### src/fre_pkg.sv
// Constants shared by the DMA remapping fault reason encoder.
// Assumes a 32-bit AXI4-Lite register port with byte addresses.
package fre_pkg;

	localparam int BUS_AB = 8;

	// Fault reason codes, eight bits wide
	localparam logic [7:0] FR_EMPTY    = 8'h00;
	localparam logic [7:0] FR_ROOT_NP  = 8'h01;
	localparam logic [7:0] FR_CTX_NP   = 8'h02;
	localparam logic [7:0] FR_CTX_INV  = 8'h03;
	localparam logic [7:0] FR_ADDR_OVR = 8'h04;
	localparam logic [7:0] FR_WR_DENY  = 8'h05;
	localparam logic [7:0] FR_RD_DENY  = 8'h06;
	localparam logic [7:0] FR_PT_ERR   = 8'h07;
	localparam logic [7:0] FR_RT_ERR   = 8'h08;
	localparam logic [7:0] FR_CT_ERR   = 8'h09;
	localparam logic [7:0] FR_ROOT_RSV = 8'h0a;
	localparam logic [7:0] FR_CTX_RSV  = 8'h0b;
	localparam logic [7:0] FR_PTE_RSV  = 8'h0c;
	localparam logic [7:0] FR_TT_BLK   = 8'h0d;

	// Register byte offsets
	localparam logic [7:0] OFS_CTRL  = 8'h00;
	localparam logic [7:0] OFS_CAP   = 8'h04;
	localparam logic [7:0] OFS_STAT  = 8'h08;
	localparam logic [7:0] OFS_MASK  = 8'h0c;
	localparam logic [7:0] OFS_LAST  = 8'h10;
	localparam logic [7:0] OFS_FA_LO = 8'h14;
	localparam logic [7:0] OFS_FA_HI = 8'h18;
	localparam logic [7:0] OFS_CNT   = 8'h1c;

	// Field positions and reset values
	localparam int CTRL_EN_BIT   = 0;
	localparam int CTRL_CCLR_BIT = 1;
	localparam int CAP_MGW_LSB   = 0;
	localparam int CAP_ZLEN_BIT  = 6;
	localparam int CAP_SAW_LSB   = 8;
	localparam int CAP_STT_LSB   = 16;
	localparam logic [31:0] CTRL_RST   = 32'h0000_0001;
	localparam logic [31:0] CTRL_WMASK = 32'h0000_0001;
	localparam logic [31:0] CAP_RST    = 32'h0005_0430;
	localparam logic [31:0] CAP_WMASK  = 32'h000f_1f7f;

	localparam int NSTAT    = 2;
	localparam int ST_FAULT = 0;
	localparam int ST_SAT   = 1;

	localparam logic [6:0]  AGAW_BASE = 7'h1e;
	localparam logic [6:0]  AGAW_STEP = 7'h09;
	localparam logic [6:0]  ADDR_BITS = 7'h40;
	localparam logic [15:0] CNT_MAX   = 16'hffff;

	localparam logic [1:0] RESP_OKAY   = 2'h0;
	localparam logic [1:0] RESP_SLVERR = 2'h2;

	typedef struct packed {
		logic       zlen;
		logic       atom;
		logic       rd;
		logic       wr;
		logic [7:0] reason;
	} fre_rec_s;

endpackage

### src/fre_axil.sv
// AXI4-Lite slave front end: one write and one read at a time.
// Assumes the owner decodes wr_go and rd_go in the cycle they are high.
`timescale 1ns/1ps
`default_nettype none
module fre_axil (
	input  wire logic                       aclk,
	input  wire logic                       aresetn,
	input  wire logic                       awvalid,
	output logic                            awready,
	input  wire logic [fre_pkg::BUS_AB-1:0] awaddr,
	input  wire logic                       wvalid,
	output logic                            wready,
	input  wire logic [31:0]                wdata,
	input  wire logic [3:0]                 wstrb,
	output logic                            bvalid,
	input  wire logic                       bready,
	output logic      [1:0]                 bresp,
	input  wire logic                       arvalid,
	output logic                            arready,
	input  wire logic [fre_pkg::BUS_AB-1:0] araddr,
	output logic                            rvalid,
	input  wire logic                       rready,
	output logic      [31:0]                rdata,
	output logic      [1:0]                 rresp,
	output logic                            wr_go,
	output logic      [fre_pkg::BUS_AB-1:0] wr_a,
	output logic      [31:0]                wr_d,
	output logic      [3:0]                 wr_s,
	input  wire logic                       wr_err,
	output logic                            rd_go,
	output logic      [fre_pkg::BUS_AB-1:0] rd_a,
	input  wire logic [31:0]                rd_d,
	input  wire logic                       rd_err
);
	import fre_pkg::*;

	typedef struct packed {
		logic              awr, wr, ar;
		logic              aw_h, w_h, go, bv;
		logic [1:0]        br;
		logic [BUS_AB-1:0] wa;
		logic [31:0]       wd;
		logic [3:0]        ws;
		logic              rg, rv;
		logic [BUS_AB-1:0] ra;
		logic [31:0]       rd;
		logic [1:0]        rr;
	} fre_axil_s;

	fre_axil_s q;
	fre_axil_s d;

	always_comb begin
		d = q;
		d.go = 1'b0;
		d.rg = 1'b0;
		if (awvalid && q.awr) begin
			d.aw_h = 1'b1;
			d.wa = awaddr;
			d.awr = 1'b0;
		end
		if (wvalid && q.wr) begin
			d.w_h = 1'b1;
			d.wd = wdata;
			d.ws = wstrb;
			d.wr = 1'b0;
		end
		if (q.aw_h && q.w_h) begin
			d.go = 1'b1;
			d.aw_h = 1'b0;
			d.w_h = 1'b0;
		end
		if (q.go) begin
			d.bv = 1'b1;
			d.br = wr_err ? RESP_SLVERR : RESP_OKAY;
		end
		// Channels reopen only after the response is taken
		if (q.bv && bready) begin
			d.bv = 1'b0;
			d.awr = 1'b1;
			d.wr = 1'b1;
		end
		if (arvalid && q.ar) begin
			d.ar = 1'b0;
			d.rg = 1'b1;
			d.ra = araddr;
		end
		if (q.rg) begin
			d.rv = 1'b1;
			d.rd = rd_d;
			d.rr = rd_err ? RESP_SLVERR : RESP_OKAY;
		end
		if (q.rv && rready) begin
			d.rv = 1'b0;
			d.ar = 1'b1;
		end
	end

	always_ff @(posedge aclk) begin
		if (!aresetn) begin
			q <= '0;
			q.awr <= 1'b1;
			q.wr <= 1'b1;
			q.ar <= 1'b1;
		end else begin
			q <= d;
		end
	end

	assign awready = q.awr;
	assign wready  = q.wr;
	assign bvalid  = q.bv;
	assign bresp   = q.br;
	assign arready = q.ar;
	assign rvalid  = q.rv;
	assign rdata   = q.rd;
	assign rresp   = q.rr;
	assign wr_go   = q.go;
	assign wr_a    = q.wa;
	assign wr_d    = q.wd;
	assign wr_s    = q.ws;
	assign rd_go   = q.rg;
	assign rd_a    = q.ra;
endmodule // fre_axil
`default_nettype wire

### src/fre_fault_encoder.sv
// DMA remapping fault reason encoder: classifies each walk outcome.
// Assumes the translation walker runs on aclk and gives one-cycle
// results; software reaches the registers over AXI4-Lite.
// Limitation: interrupt remapping faults are not classified here.
// The fault output never waits for recording, which trails by one.
//
// Summary of operation
// - Code zero never reported for a fault.
// - Root entry not present gives code 1.
// - Context entry not present gives code 2.
// - Invalid context programming gives code 3.
// - Address beyond guest width gives code 4.
// - Write through non-writable entry gives 5.
// - Read through non-readable entry gives 6.
// - Zero-length read capability skips write-only read fault.
// - Next-level table fetch error gives 7.
// - Root table fetch error gives 8.
// - Context table fetch error gives 9.
// - Present root entry reserved bits give A.
// - Present context entry reserved bits give B.
// - Permitted table entry reserved bits give C.
// - Translation type block gives code D.
`timescale 1ns/1ps
`default_nettype none
module fre_fault_encoder (
	input  wire logic                       aclk,
	input  wire logic                       aresetn,
	// Register bus
	input  wire logic                       s_axi_awvalid,
	output logic                            s_axi_awready,
	input  wire logic [fre_pkg::BUS_AB-1:0] s_axi_awaddr,
	input  wire logic                       s_axi_wvalid,
	output logic                            s_axi_wready,
	input  wire logic [31:0]                s_axi_wdata,
	input  wire logic [3:0]                 s_axi_wstrb,
	output logic                            s_axi_bvalid,
	input  wire logic                       s_axi_bready,
	output logic      [1:0]                 s_axi_bresp,
	input  wire logic                       s_axi_arvalid,
	output logic                            s_axi_arready,
	input  wire logic [fre_pkg::BUS_AB-1:0] s_axi_araddr,
	output logic                            s_axi_rvalid,
	input  wire logic                       s_axi_rready,
	output logic      [31:0]                s_axi_rdata,
	output logic      [1:0]                 s_axi_rresp,
	// Walker result, one cycle per request
	input  wire logic                       wk_valid,
	input  wire logic                       wk_write,
	input  wire logic                       wk_read,
	input  wire logic                       wk_atomic,
	input  wire logic                       wk_zero_len,
	input  wire logic [63:0]                wk_addr,
	input  wire logic                       wk_root_table_err,
	input  wire logic                       wk_root_present,
	input  wire logic                       wk_root_rsvd,
	input  wire logic                       wk_ctx_table_err,
	input  wire logic                       wk_ctx_present,
	input  wire logic                       wk_ctx_rsvd,
	input  wire logic [2:0]                 wk_addr_width_field,
	input  wire logic [1:0]                 wk_ctx_ttype,
	input  wire logic                       wk_space_root_err,
	input  wire logic                       wk_ttype_block,
	input  wire logic                       wk_pt_err,
	input  wire logic                       wk_pte_read,
	input  wire logic                       wk_pte_write,
	input  wire logic                       wk_pte_rsvd,
	// Classified outcome
	output logic                            fault_valid,
	output logic      [7:0]                 fault_reason,
	output logic                            xlate_ok,
	output logic                            irq
);
	import fre_pkg::*;

	////////////////////////////////////////////////////////////////////

	function automatic logic [31:0] merge_strb(
		input logic [31:0] old,
		input logic [31:0] nw,
		input logic [3:0]  strb,
		input logic [31:0] wmask
	);
		logic [31:0] r;
		r = old;
		for (int i = 0; i < 4; i++) begin
			if (strb[i]) begin
				r[8*i +: 8] = nw[8*i +: 8];
			end
		end
		return r & wmask;
	endfunction

	function automatic logic reg_mapped(input logic [BUS_AB-1:0] a);
		unique case (a)
			OFS_CTRL:  return 1'b1;
			OFS_CAP:   return 1'b1;
			OFS_STAT:  return 1'b1;
			OFS_MASK:  return 1'b1;
			OFS_LAST:  return 1'b1;
			OFS_FA_LO: return 1'b1;
			OFS_FA_HI: return 1'b1;
			OFS_CNT:   return 1'b1;
			default:   return 1'b0;
		endcase
	endfunction

	// Adjusted guest width from the context address-width code
	function automatic logic [6:0] agaw_bits(input logic [2:0] code);
		return 7'(AGAW_BASE + 7'(AGAW_STEP * {4'h0, code}));
	endfunction

	////////////////////////////////////////////////////////////////////

	typedef struct packed {
		logic        f_valid;
		logic [7:0]  f_reason;
		logic        ok;
		logic [31:0] ctrl;
		logic [31:0] cap;
		fre_rec_s    rec_in;
		fre_rec_s    last;
		logic [63:0] addr_in;
		logic [63:0] faddr;
		logic [15:0] cnt;
	} fre_top_s;

	fre_top_s q;
	fre_top_s d;

	logic              wr_go;
	logic [BUS_AB-1:0] wr_a;
	logic [31:0]       wr_d;
	logic [3:0]        wr_s;
	logic              rd_go;
	logic [BUS_AB-1:0] rd_a;
	logic [31:0]       rd_d;
	logic [NSTAT-1:0]  ev_set;
	logic [NSTAT-1:0]  status;
	logic [NSTAT-1:0]  mask;
	logic [31:0]       mask_new;
	logic              stat_rd;
	logic              mask_we;

	logic [5:0]  mgw;
	logic [6:0]  xw;
	logic [6:0]  ctx_w;
	logic [4:0]  saw;
	logic [3:0]  stt;
	logic        aw_ok;
	logic        tt_ok;
	logic        addr_over;
	logic        rd_need;
	logic        zlen_skip;
	logic        ctx_bad;
	logic        pte_bad;
	logic        wr_deny;
	logic        rd_deny;
	logic [7:0]  reason;

	////////////////////////////////////////////////////////////////////
	// Classification, combinational on the walker result

	always_comb begin
		mgw = q.cap[CAP_MGW_LSB +: 6];
		saw = q.cap[CAP_SAW_LSB +: 5];
		stt = q.cap[CAP_STT_LSB +: 4];
		ctx_w = agaw_bits(wk_addr_width_field);
		xw = ({1'b0, mgw} < ctx_w) ? {1'b0, mgw} : ctx_w;
		addr_over = (xw < ADDR_BITS) && ((wk_addr >> xw) != 64'h0);
		aw_ok = (wk_addr_width_field < 3'h5) && saw[wk_addr_width_field];
		tt_ok = stt[wk_ctx_ttype];

		// Write-only page, zero-length plain read, capability set
		zlen_skip = q.cap[CAP_ZLEN_BIT] && wk_zero_len && !wk_atomic
			&& wk_pte_write;
		rd_need = (wk_read || wk_atomic) && !zlen_skip;
		// Three programming errors of a present context share code 3
		ctx_bad = !aw_ok || !tt_ok || wk_space_root_err;
		pte_bad = wk_pte_rsvd && (wk_pte_read || wk_pte_write);
		wr_deny = (wk_write || wk_atomic) && !wk_pte_write;
		rd_deny = rd_need && !wk_pte_read;
		// Checks follow the walk: root, context, then page tables
		// Type blocking is judged only once the context is valid
		if (wk_root_table_err) begin
			reason = FR_RT_ERR;
		end else if (!wk_root_present) begin
			reason = FR_ROOT_NP;
		end else if (wk_root_rsvd) begin
			reason = FR_ROOT_RSV;
		end else if (wk_ctx_table_err) begin
			reason = FR_CT_ERR;
		end else if (!wk_ctx_present) begin
			reason = FR_CTX_NP;
		end else if (wk_ctx_rsvd) begin
			reason = FR_CTX_RSV;
		end else if (ctx_bad) begin
			reason = FR_CTX_INV;
		end else if (wk_ttype_block) begin
			reason = FR_TT_BLK;
		end else if (addr_over) begin
			reason = FR_ADDR_OVR;
		end else if (wk_pt_err) begin
			reason = FR_PT_ERR;
		end else if (pte_bad) begin
			reason = FR_PTE_RSV;
		end else if (wr_deny) begin
			reason = FR_WR_DENY;
		end else if (rd_deny) begin
			reason = FR_RD_DENY;
		end else begin
			reason = FR_EMPTY;
		end
	end

	////////////////////////////////////////////////////////////////////
	// Register reads

	always_comb begin
		unique case (rd_a)
			OFS_CTRL:  rd_d = q.ctrl;
			OFS_CAP:   rd_d = q.cap;
			OFS_STAT:  rd_d = {{(32-NSTAT){1'b0}}, status};
			OFS_MASK:  rd_d = {{(32-NSTAT){1'b0}}, mask};
			OFS_LAST:  rd_d = {20'h0, q.last};
			OFS_FA_LO: rd_d = q.faddr[31:0];
			OFS_FA_HI: rd_d = q.faddr[63:32];
			OFS_CNT:   rd_d = {16'h0, q.cnt};
			default:   rd_d = 32'h0;
		endcase
	end

	assign stat_rd = rd_go && (rd_a == OFS_STAT);
	assign mask_we = wr_go && (wr_a == OFS_MASK);
	assign mask_new = merge_strb({{(32-NSTAT){1'b0}}, mask}, wr_d, wr_s,
		32'(2**NSTAT - 1));

	////////////////////////////////////////////////////////////////////
	// State update

	always_comb begin
		d = q;
		// Only a non-zero code counts as a fault
		d.f_valid = wk_valid && (reason != FR_EMPTY);
		d.f_reason = wk_valid ? reason : FR_EMPTY;
		d.ok = wk_valid && (reason == FR_EMPTY);
		d.rec_in = '{
			zlen:   wk_zero_len,
			atom:   wk_atomic,
			rd:     wk_read,
			wr:     wk_write,
			reason: reason
		};
		d.addr_in = wk_addr;
		ev_set = '0;
		// Recording trails the output by a cycle; blocking never waits
		if (q.f_valid && q.ctrl[CTRL_EN_BIT]) begin
			d.last = q.rec_in;
			d.faddr = q.addr_in;
			ev_set[ST_FAULT] = 1'b1;
			if (q.cnt != CNT_MAX) begin
				d.cnt = q.cnt + 16'h1;
				ev_set[ST_SAT] = (q.cnt == (CNT_MAX - 16'h1));
			end
		end

		// Read-only offsets answer OKAY on write and keep their value
		if (wr_go && (wr_a == OFS_CTRL)) begin
			d.ctrl = merge_strb(q.ctrl, wr_d, wr_s, CTRL_WMASK);
			// A clear in the same cycle as a count wins
			if (wr_s[0] && wr_d[CTRL_CCLR_BIT]) begin
				d.cnt = 16'h0;
			end
		end

		// A narrower capability applies from the next walk on
		if (wr_go && (wr_a == OFS_CAP)) begin
			d.cap = merge_strb(q.cap, wr_d, wr_s, CAP_WMASK);
		end
	end

	always_ff @(posedge aclk) begin
		if (!aresetn) begin
			q <= '0;
			q.ctrl <= CTRL_RST;
			q.cap <= CAP_RST;
		end else begin
			q <= d;
		end
	end

	assign fault_valid  = q.f_valid;
	assign fault_reason = q.f_reason;
	assign xlate_ok     = q.ok;

	////////////////////////////////////////////////////////////////////

	fre_axil u_axil (
		.aclk    (aclk),
		.aresetn (aresetn),
		.awvalid (s_axi_awvalid),
		.awready (s_axi_awready),
		.awaddr  (s_axi_awaddr),
		.wvalid  (s_axi_wvalid),
		.wready  (s_axi_wready),
		.wdata   (s_axi_wdata),
		.wstrb   (s_axi_wstrb),
		.bvalid  (s_axi_bvalid),
		.bready  (s_axi_bready),
		.bresp   (s_axi_bresp),
		.arvalid (s_axi_arvalid),
		.arready (s_axi_arready),
		.araddr  (s_axi_araddr),
		.rvalid  (s_axi_rvalid),
		.rready  (s_axi_rready),
		.rdata   (s_axi_rdata),
		.rresp   (s_axi_rresp),
		.wr_go   (wr_go),
		.wr_a    (wr_a),
		.wr_d    (wr_d),
		.wr_s    (wr_s),
		.wr_err  (!reg_mapped(wr_a)),
		.rd_go   (rd_go),
		.rd_a    (rd_a),
		.rd_d    (rd_d),
		.rd_err  (!reg_mapped(rd_a))
	);

	fre_irq #(
		.W (NSTAT)
	) u_irq (
		.aclk    (aclk),
		.aresetn (aresetn),
		.ev_set  (ev_set),
		.stat_rd (stat_rd),
		.mask_we (mask_we),
		.mask_d  (mask_new[NSTAT-1:0]),
		.status  (status),
		.mask    (mask),
		.irq     (irq)
	);

endmodule // fre_fault_encoder
`default_nettype wire

### src/fre_irq.sv
// Sticky event status with mask and one level interrupt.
// Assumes events and the read strobe come from logic on aclk.
`timescale 1ns/1ps
`default_nettype none
module fre_irq #(
	parameter int W = 2
) (
	input  wire logic         aclk,
	input  wire logic         aresetn,
	input  wire logic [W-1:0] ev_set,
	input  wire logic         stat_rd,
	input  wire logic         mask_we,
	input  wire logic [W-1:0] mask_d,
	output logic      [W-1:0] status,
	output logic      [W-1:0] mask,
	output logic              irq
);
	import fre_pkg::*;

	typedef struct packed {
		logic [W-1:0] st;
		logic [W-1:0] mk;
		logic         irq;
	} fre_irq_s;

	fre_irq_s q;
	fre_irq_s d;

	always_comb begin
		d = q;
		if (stat_rd) begin
			d.st = '0;
		end
		// An event in the clearing cycle survives the read
		d.st = d.st | ev_set;
		if (mask_we) begin
			d.mk = mask_d;
		end
		d.irq = |(d.st & d.mk);
	end

	always_ff @(posedge aclk) begin
		if (!aresetn) begin
			q <= '0;
		end else begin
			q <= d;
		end
	end

	assign status = q.st;
	assign mask   = q.mk;
	assign irq    = q.irq;
endmodule // fre_irq
`default_nettype wire

### config.mk
export PLATFORM = sky130hd
export DESIGN_NAME = fre_fault_encoder
export DESIGN_NICKNAME = d
export VERILOG_FILES = /design/src/fre_pkg.sv /design/src/fre_axil.sv /design/src/fre_fault_encoder.sv /design/src/fre_irq.sv
export SDC_FILE = /design/constraint.sdc
export NUM_CORES = 1
export LEC_CHECK = 0
export ABC_AREA = 1
export BUFFER_PORTS_ARGS = -buffer_cell sky130_fd_sc_hd__buf_2
export CAP_MARGIN = 15
export CORE_MARGIN = 2
export CORE_UTILIZATION = 30
export DETAILED_ROUTE_END_ITERATION = 16
export SYNTH_ARGS = -nofsm -noshare
export SYNTH_HDL_FRONTEND = slang
export SYNTH_HIERARCHICAL = 1
export SYNTH_SLANG_ARGS = --single-unit
### constraint.sdc
create_clock -name aclk -period 4.2 [get_ports aclk]
set_clock_uncertainty 0.05 [all_clocks]
set_input_delay 0 -clock aclk [delete_from_list [all_inputs] [get_ports aclk]]
set_output_delay 0 -clock aclk [all_outputs]
set_load 0.05 [all_outputs]
After elaboration in Yosys (flattened, before gate mapping)
Memory sizes are Yosys's and may differ from the RTL's. A register that Yosys moved wholly into a read port is not among the register bits. Cells that the tools add are included.

Memories kept: 2. ROM bits: 64. Logic and storage cells: 152. Input bits: 145. Register bits after elaboration: 284.

Memories: (name not given) (words 32, bits a word 1, read ports 1, clocked after Yosys merged registers in 1, write ports 0, line fre_fault_encoder.sv:94) `unique case (a)`; (name not given) (words 32, bits a word 1, read ports 1, clocked after Yosys merged registers in 1, write ports 0, line fre_fault_encoder.sv:94).

Multiplexer cells: 38. Reductions and logical operators: 50. Order comparisons: 5. $mul: 1. Equality and inequality tests: 11. Add/sub/neg operators: 2. Bitwise operators: 3. Shift operators: 1.

Operators with widths (count): case mux 32 bit (8 select lines) (1); 2-to-1 mux 16 bit (4); nonzero test 64 bit (1); >> shifter 64 x 7 -> 64 bit (1); 2-to-1 mux 4 bit (9); == test 8 x 5 -> 1 bit, second input constant (4); == test 8 x 4 -> 1 bit, second input constant (3); logical NOT 8 bit (3); logical AND 1 bit (23); 2-to-1 mux 5 bit (4); adder 16 x 1 -> 16 bit, second input constant (1); == test 16 bit, second input constant (1); == test 8 x 3 -> 1 bit, second input constant (2); 2-to-1 mux 8 bit (2); != test 16 bit, second input constant (1); 2-to-1 mux 2 bit (6); AND reduction 2 bit (5); nonzero test 8 bit (1); OR reduction 2 bit (4); adder 5 x 7 -> 7 bit, first input constant (1); < comparator 6 x 7 -> 1 bit (1); < comparator 7 bit, second input constant (1); multiplier 4 x 3 -> 7 bit, first input constant (1); 2-to-1 mux 1 bit (7); 13 further kinds (24).

Longest topological paths before layout
Depth after elaboration: 21. Mapped depth: 41.

Modules after synthesis
Netlist, hierarchy kept.

By module, submodules not included: fre_fault_encoder (seq. area each 3663.5 um2, area each 11786.3 um2, cells an instance 2003, instances 1); fre_axil (seq. area each 1901.8 um2, area each 4245.3 um2, cells an instance 600, instances 1); fre_irq (seq. area each 100.1 um2, area each 195.2 um2, cells an instance 27, instances 1).

Least setup slack after synthesis
OpenSTA, ideal clock, no wires.

Kind: input port to flip-flop. Start point: in wk_addr_width_field[0]. End point: reg q, in the netlist xlate_ok. Data arrival time: 3.611 ns. Required time: 4.033 ns. Path buffers: 1. Slack: 0.422 ns. Cell stages on the path: 36. Cells stage by stage: inv_1 ha_1 inv_1 ha_1 fa_1 inv_1 ha_1 nand2_1 nand2_1 nand2_1 nand2_1 nand2_1 nand2_4 nand2_1 o21ai_2 inv_2 clkbuf_1 nand2_1 nand3_1 nand3_1 nand2_1 nand2_1 nand2_1 nand2_1 nor2_1 nand2_1 nor2_2 nand3_1 nand2_1 nand2_1 nand2_1 nand2_1 nand2_1 nor2_1 nand2_1 nor2_1.

Longest elaborated chain between the ends: 18. Elaborated cells on any way between the ends: 26. Those cells by class: add/sub: 1; mul: 1; order compare: 3; shift: 1; mux: 12; reduce/logical: 8.

Ends and longest elaborated chain: from (decl) (line fre_fault_encoder.sv:59) `input wire logic [2:0] wk_addr_width_field,`; multiplier 4 x 3 -> 7 bit (line fre_fault_encoder.sv:109) `return 7'(AGAW_BASE + 7'(AGAW_STEP * {4'h0, code}));`; adder 5 x 7 -> 7 bit (line fre_fault_encoder.sv:109); < comparator 6 x 7 -> 1 bit (line fre_fault_encoder.sv:168) `xw = ({1'b0, mgw} < ctx_w) ? {1'b0, mgw} : ctx_w;`; 2-to-1 mux 7 bit (line fre_fault_encoder.sv:168); >> shifter 64 x 7 -> 64 bit (line fre_fault_encoder.sv:169) `addr_over = (xw < ADDR_BITS) && ((wk_addr >> xw) != 64'h0);`; nonzero test 64 bit (line fre_fault_encoder.sv:169); logical AND 1 bit (line fre_fault_encoder.sv:169); 2-to-1 mux 4 bit (line fre_fault_encoder.sv:200) `end else if (addr_over) begin`; (+2 left out); 2-to-1 mux 4 bit * (line fre_fault_encoder.sv:194) `end else if (wk_ctx_rsvd) begin`; 2-to-1 mux 4 bit * (line fre_fault_encoder.sv:192) `end else if (!wk_ctx_present) begin`; 2-to-1 mux 4 bit * (line fre_fault_encoder.sv:190) `end else if (wk_ctx_table_err) begin`; 2-to-1 mux 4 bit * (line fre_fault_encoder.sv:188) `end else if (wk_root_rsvd) begin`; 2-to-1 mux 8 bit * (line fre_fault_encoder.sv:186) `end else if (!wk_root_present) begin`; 2-to-1 mux 8 bit * (line fre_fault_encoder.sv:184) `if (wk_root_table_err) begin`; logical NOT 8 bit * (line fre_fault_encoder.sv:245) `d.ok = wk_valid && (reason == FR_EMPTY);`; logical AND 1 bit * (line fre_fault_encoder.sv:245); to (decl) (line fre_fault_encoder.sv:127) `fre_top_s q;`.

Mark *: on every way between the ends. The rest lies on a longest branch, timed or not. The select of a mux whose other input is x is not followed. A chain may end at the register's enable or synchronous reset.

Worst setup path in the final report
Same ends and word-level chain as after synthesis.

==> run metrics <==
outcome=completed; placed insts=3239; Top Ports=197; htree depth=1; die area=0.05330 mm2; die width=230.9 um; worst slew pin tran=0.8311 ns; Pwr per Cell Area=413.3 mW/mm2; Mapped Area=0.01544 mm2; initial antenna violation count=0; 1st-pass router iterations=7; DRT iter0 DRCs=1420; fin crit share=92.29%; Cells after Synth=2511; final instance count without filler cells=3495; first-pass GRT wire length=84.26 mm; Std-Cell Rows=83; total wire length=55.14 mm; via count=16560; path type of the worst min-delay path=primary input to register; CP Capture Type=register; Max VDD drop=0.2130 mV; CTS Buf Count=26; largest net degree at the start of global routing=128; Worst setup SP type=primary input; IO Port Bufs=173; Placement Cell Area=0.01684 mm2; slowest stage cell, crit path=fa_2; Filler cells=5374; Final Slew Violations=0; crit-path max cell delay=0.53 ns; GRT overflow=0; Avg Cell Area, Syn=6.149 um2; Clock Path Buffers=3; Hold Fails Final Rpt=0; Final HPWL DP=39.59 mm; share of layout cells above drive strength 1=14.88%; Die Height=230.9 um; Nets=2955; Avg WL per Cell=15.78 um; Worst Path Required=4.57 ns; clock root buffer=clkbuf_16; Ys Warns=6; fin crit period=3.876 ns; Peak Freq=258.0 MHz; CTS tree=done; Static Leak=10.24 nW; synth-to-layout area growth=31.60%; # Max-Cap Violations=0; WS Path Type=primary input to register; CP Max Fanout=12; crit-path most repeated cell=nand2_1; DRC=0; vias in the first global route=15780; post-route ant nets=0; Slew headroom=44.53%; Design Area, Final=0.02032 mm2; Arrival @ worst endpoint=4.25 ns; routability cong.=0.9453; register area=0.005325 mm2; Core Area=0.05109 mm2; Final setup viols=0; Worst R2R Path Depth=31; clk slew on worst S/H paths=0.06 ns; overall global routing resource usage=19.79%; clk sinks=266; area of the multi-input gates=0.008285 mm2; # diodes=0; hold path depth=8; Starting Density=30.22%; DR vias/cell=4.738; Worst-Skew Late Latency=0.56 ns
registers in the layout (all words and copies together) (netlist names):
name            count
q                 171
u_axil/rdata       32
u_axil/wr_d        16
u_axil/rd_a         8
u_axil/wr_a         8
mgw                 6
fault_reason        4
u_axil/wr_s         3
u_axil/q            2
u_irq/mask          2
u_irq/status        2
fault_valid         1
u_axil/arready      1
u_axil/awready      1
u_axil/bresp        1
u_axil/bvalid       1
u_axil/rd_go        1
u_axil/rresp        1
u_axil/rvalid       1
u_axil/wr_go        1
u_axil/wready       1
u_irq/irq           1
xlate_ok            1
path summary, 6_finish.rpt:
check | to | slack [ns] | start
hold reg to reg | q[178] | 0.43 | u_axil/wr_d[10]
setup reg to reg | xlate_ok | 0.48 | mgw[5]
setup / recovery | xlate_ok | 0.32 | wk_addr_width_field[0]
hold / removal | q[159] | 0.11 | wk_pt_err
per-stage QoR:
step | TNS, ns | power [mW] | setup slack (ns) | util, % | hold slack [ns]
2_1_floorplan | 0 | 4.669 | 0.4221 | - | 0.04345
3_3_place_gp | -2.952 | 5.465 | -0.3606 | 32.97 | 0.1722
3_5_place_dp | -3.058 | 5.453 | -0.3715 | 32.97 | 0.1776
4_1_cts | 0 | 8.187 | 0.1777 | 38.67 | 0.1040
5_1_grt | -0.01351 | 8.894 | -0.009228 | 39.77 | 0.1745
6_report | 0 | 8.399 | 0.3237 | 39.77 | 0.1146
report_power, final:
part,internal [mW],switching (mW)
Clock,1.55,1.02
Combinational,1.19,1.90
Sequential,2.67,0.0779
what timing repair did:
| item | CTS | global route |
|---|---|---|
| endpoints found under the setup margin | 0 | 10 |
| resized for setup | 0 | 94 |
| hold endpoints to repair | 156 | 0 |
| buffers inserted | 0 | 10 |
| hold buffers | 197 | 0 |
worst max-delay path, delay by kind of cell:
kind,cells,cell delay (ns)
buffers and inverters,9,0.76
AND/OR/NAND/NOR,29,2.24
adder cells (fa/ha/maj),4,1.22
cell usage in the layout (no fill, tap or decap), types with 4 or more instances in the layout:
| cell type | n |
|---|---|
| conb_1 | 6 |
| o211ai_1 | 11 |
| nand4_1 | 8 |
| ha_1 | 10 |
| a22o_1 | 12 |
| bufinv_16 | 6 |
| o2111ai_1 | 5 |
| o21ai_1 | 11 |
| a221oi_1 | 8 |
| nand3_2 | 41 |
| nor2_2 | 5 |
| dlygate4sd3_1 | 197 |
| buf_12 | 27 |
| inv_2 | 6 |
| dfxtp_1 | 266 |
| nand3_1 | 324 |
| inv_1 | 237 |
| buf_2 | 171 |
| nor2_1 | 364 |
| clkbuf_16 | 30 |
| nand2_4 | 6 |
| nor3_1 | 15 |
| nand3b_1 | 7 |
| o21ai_0 | 140 |
| buf_4 | 65 |
| xor2_1 | 4 |
| nand2_1 | 724 |
| a21oi_1 | 29 |
| nand2_2 | 33 |
layout make-up:
class                           instances  area share (%)
Clock buffer                           31           3.393
Clock inverter                         15           1.238
Timing Repair Buffer                  466           19.58
Tap cell                              680           4.187
Sequential cell                       266           26.21
Multi-Input combinational cell       1791           40.78
Inverter                              246           4.618
layer usage:
layer  up-vias  global-route usage [%]  part of all wire (%)
li1       8411                       -                     -
met1      7562                   25.46                    44
met2       478                   34.32                    48
met3       109                   1.544                   4.6
met4         0                   7.621                   4.0
met5         -                       0                     0
No activity file was read; power rests on OpenSTA's default activity.
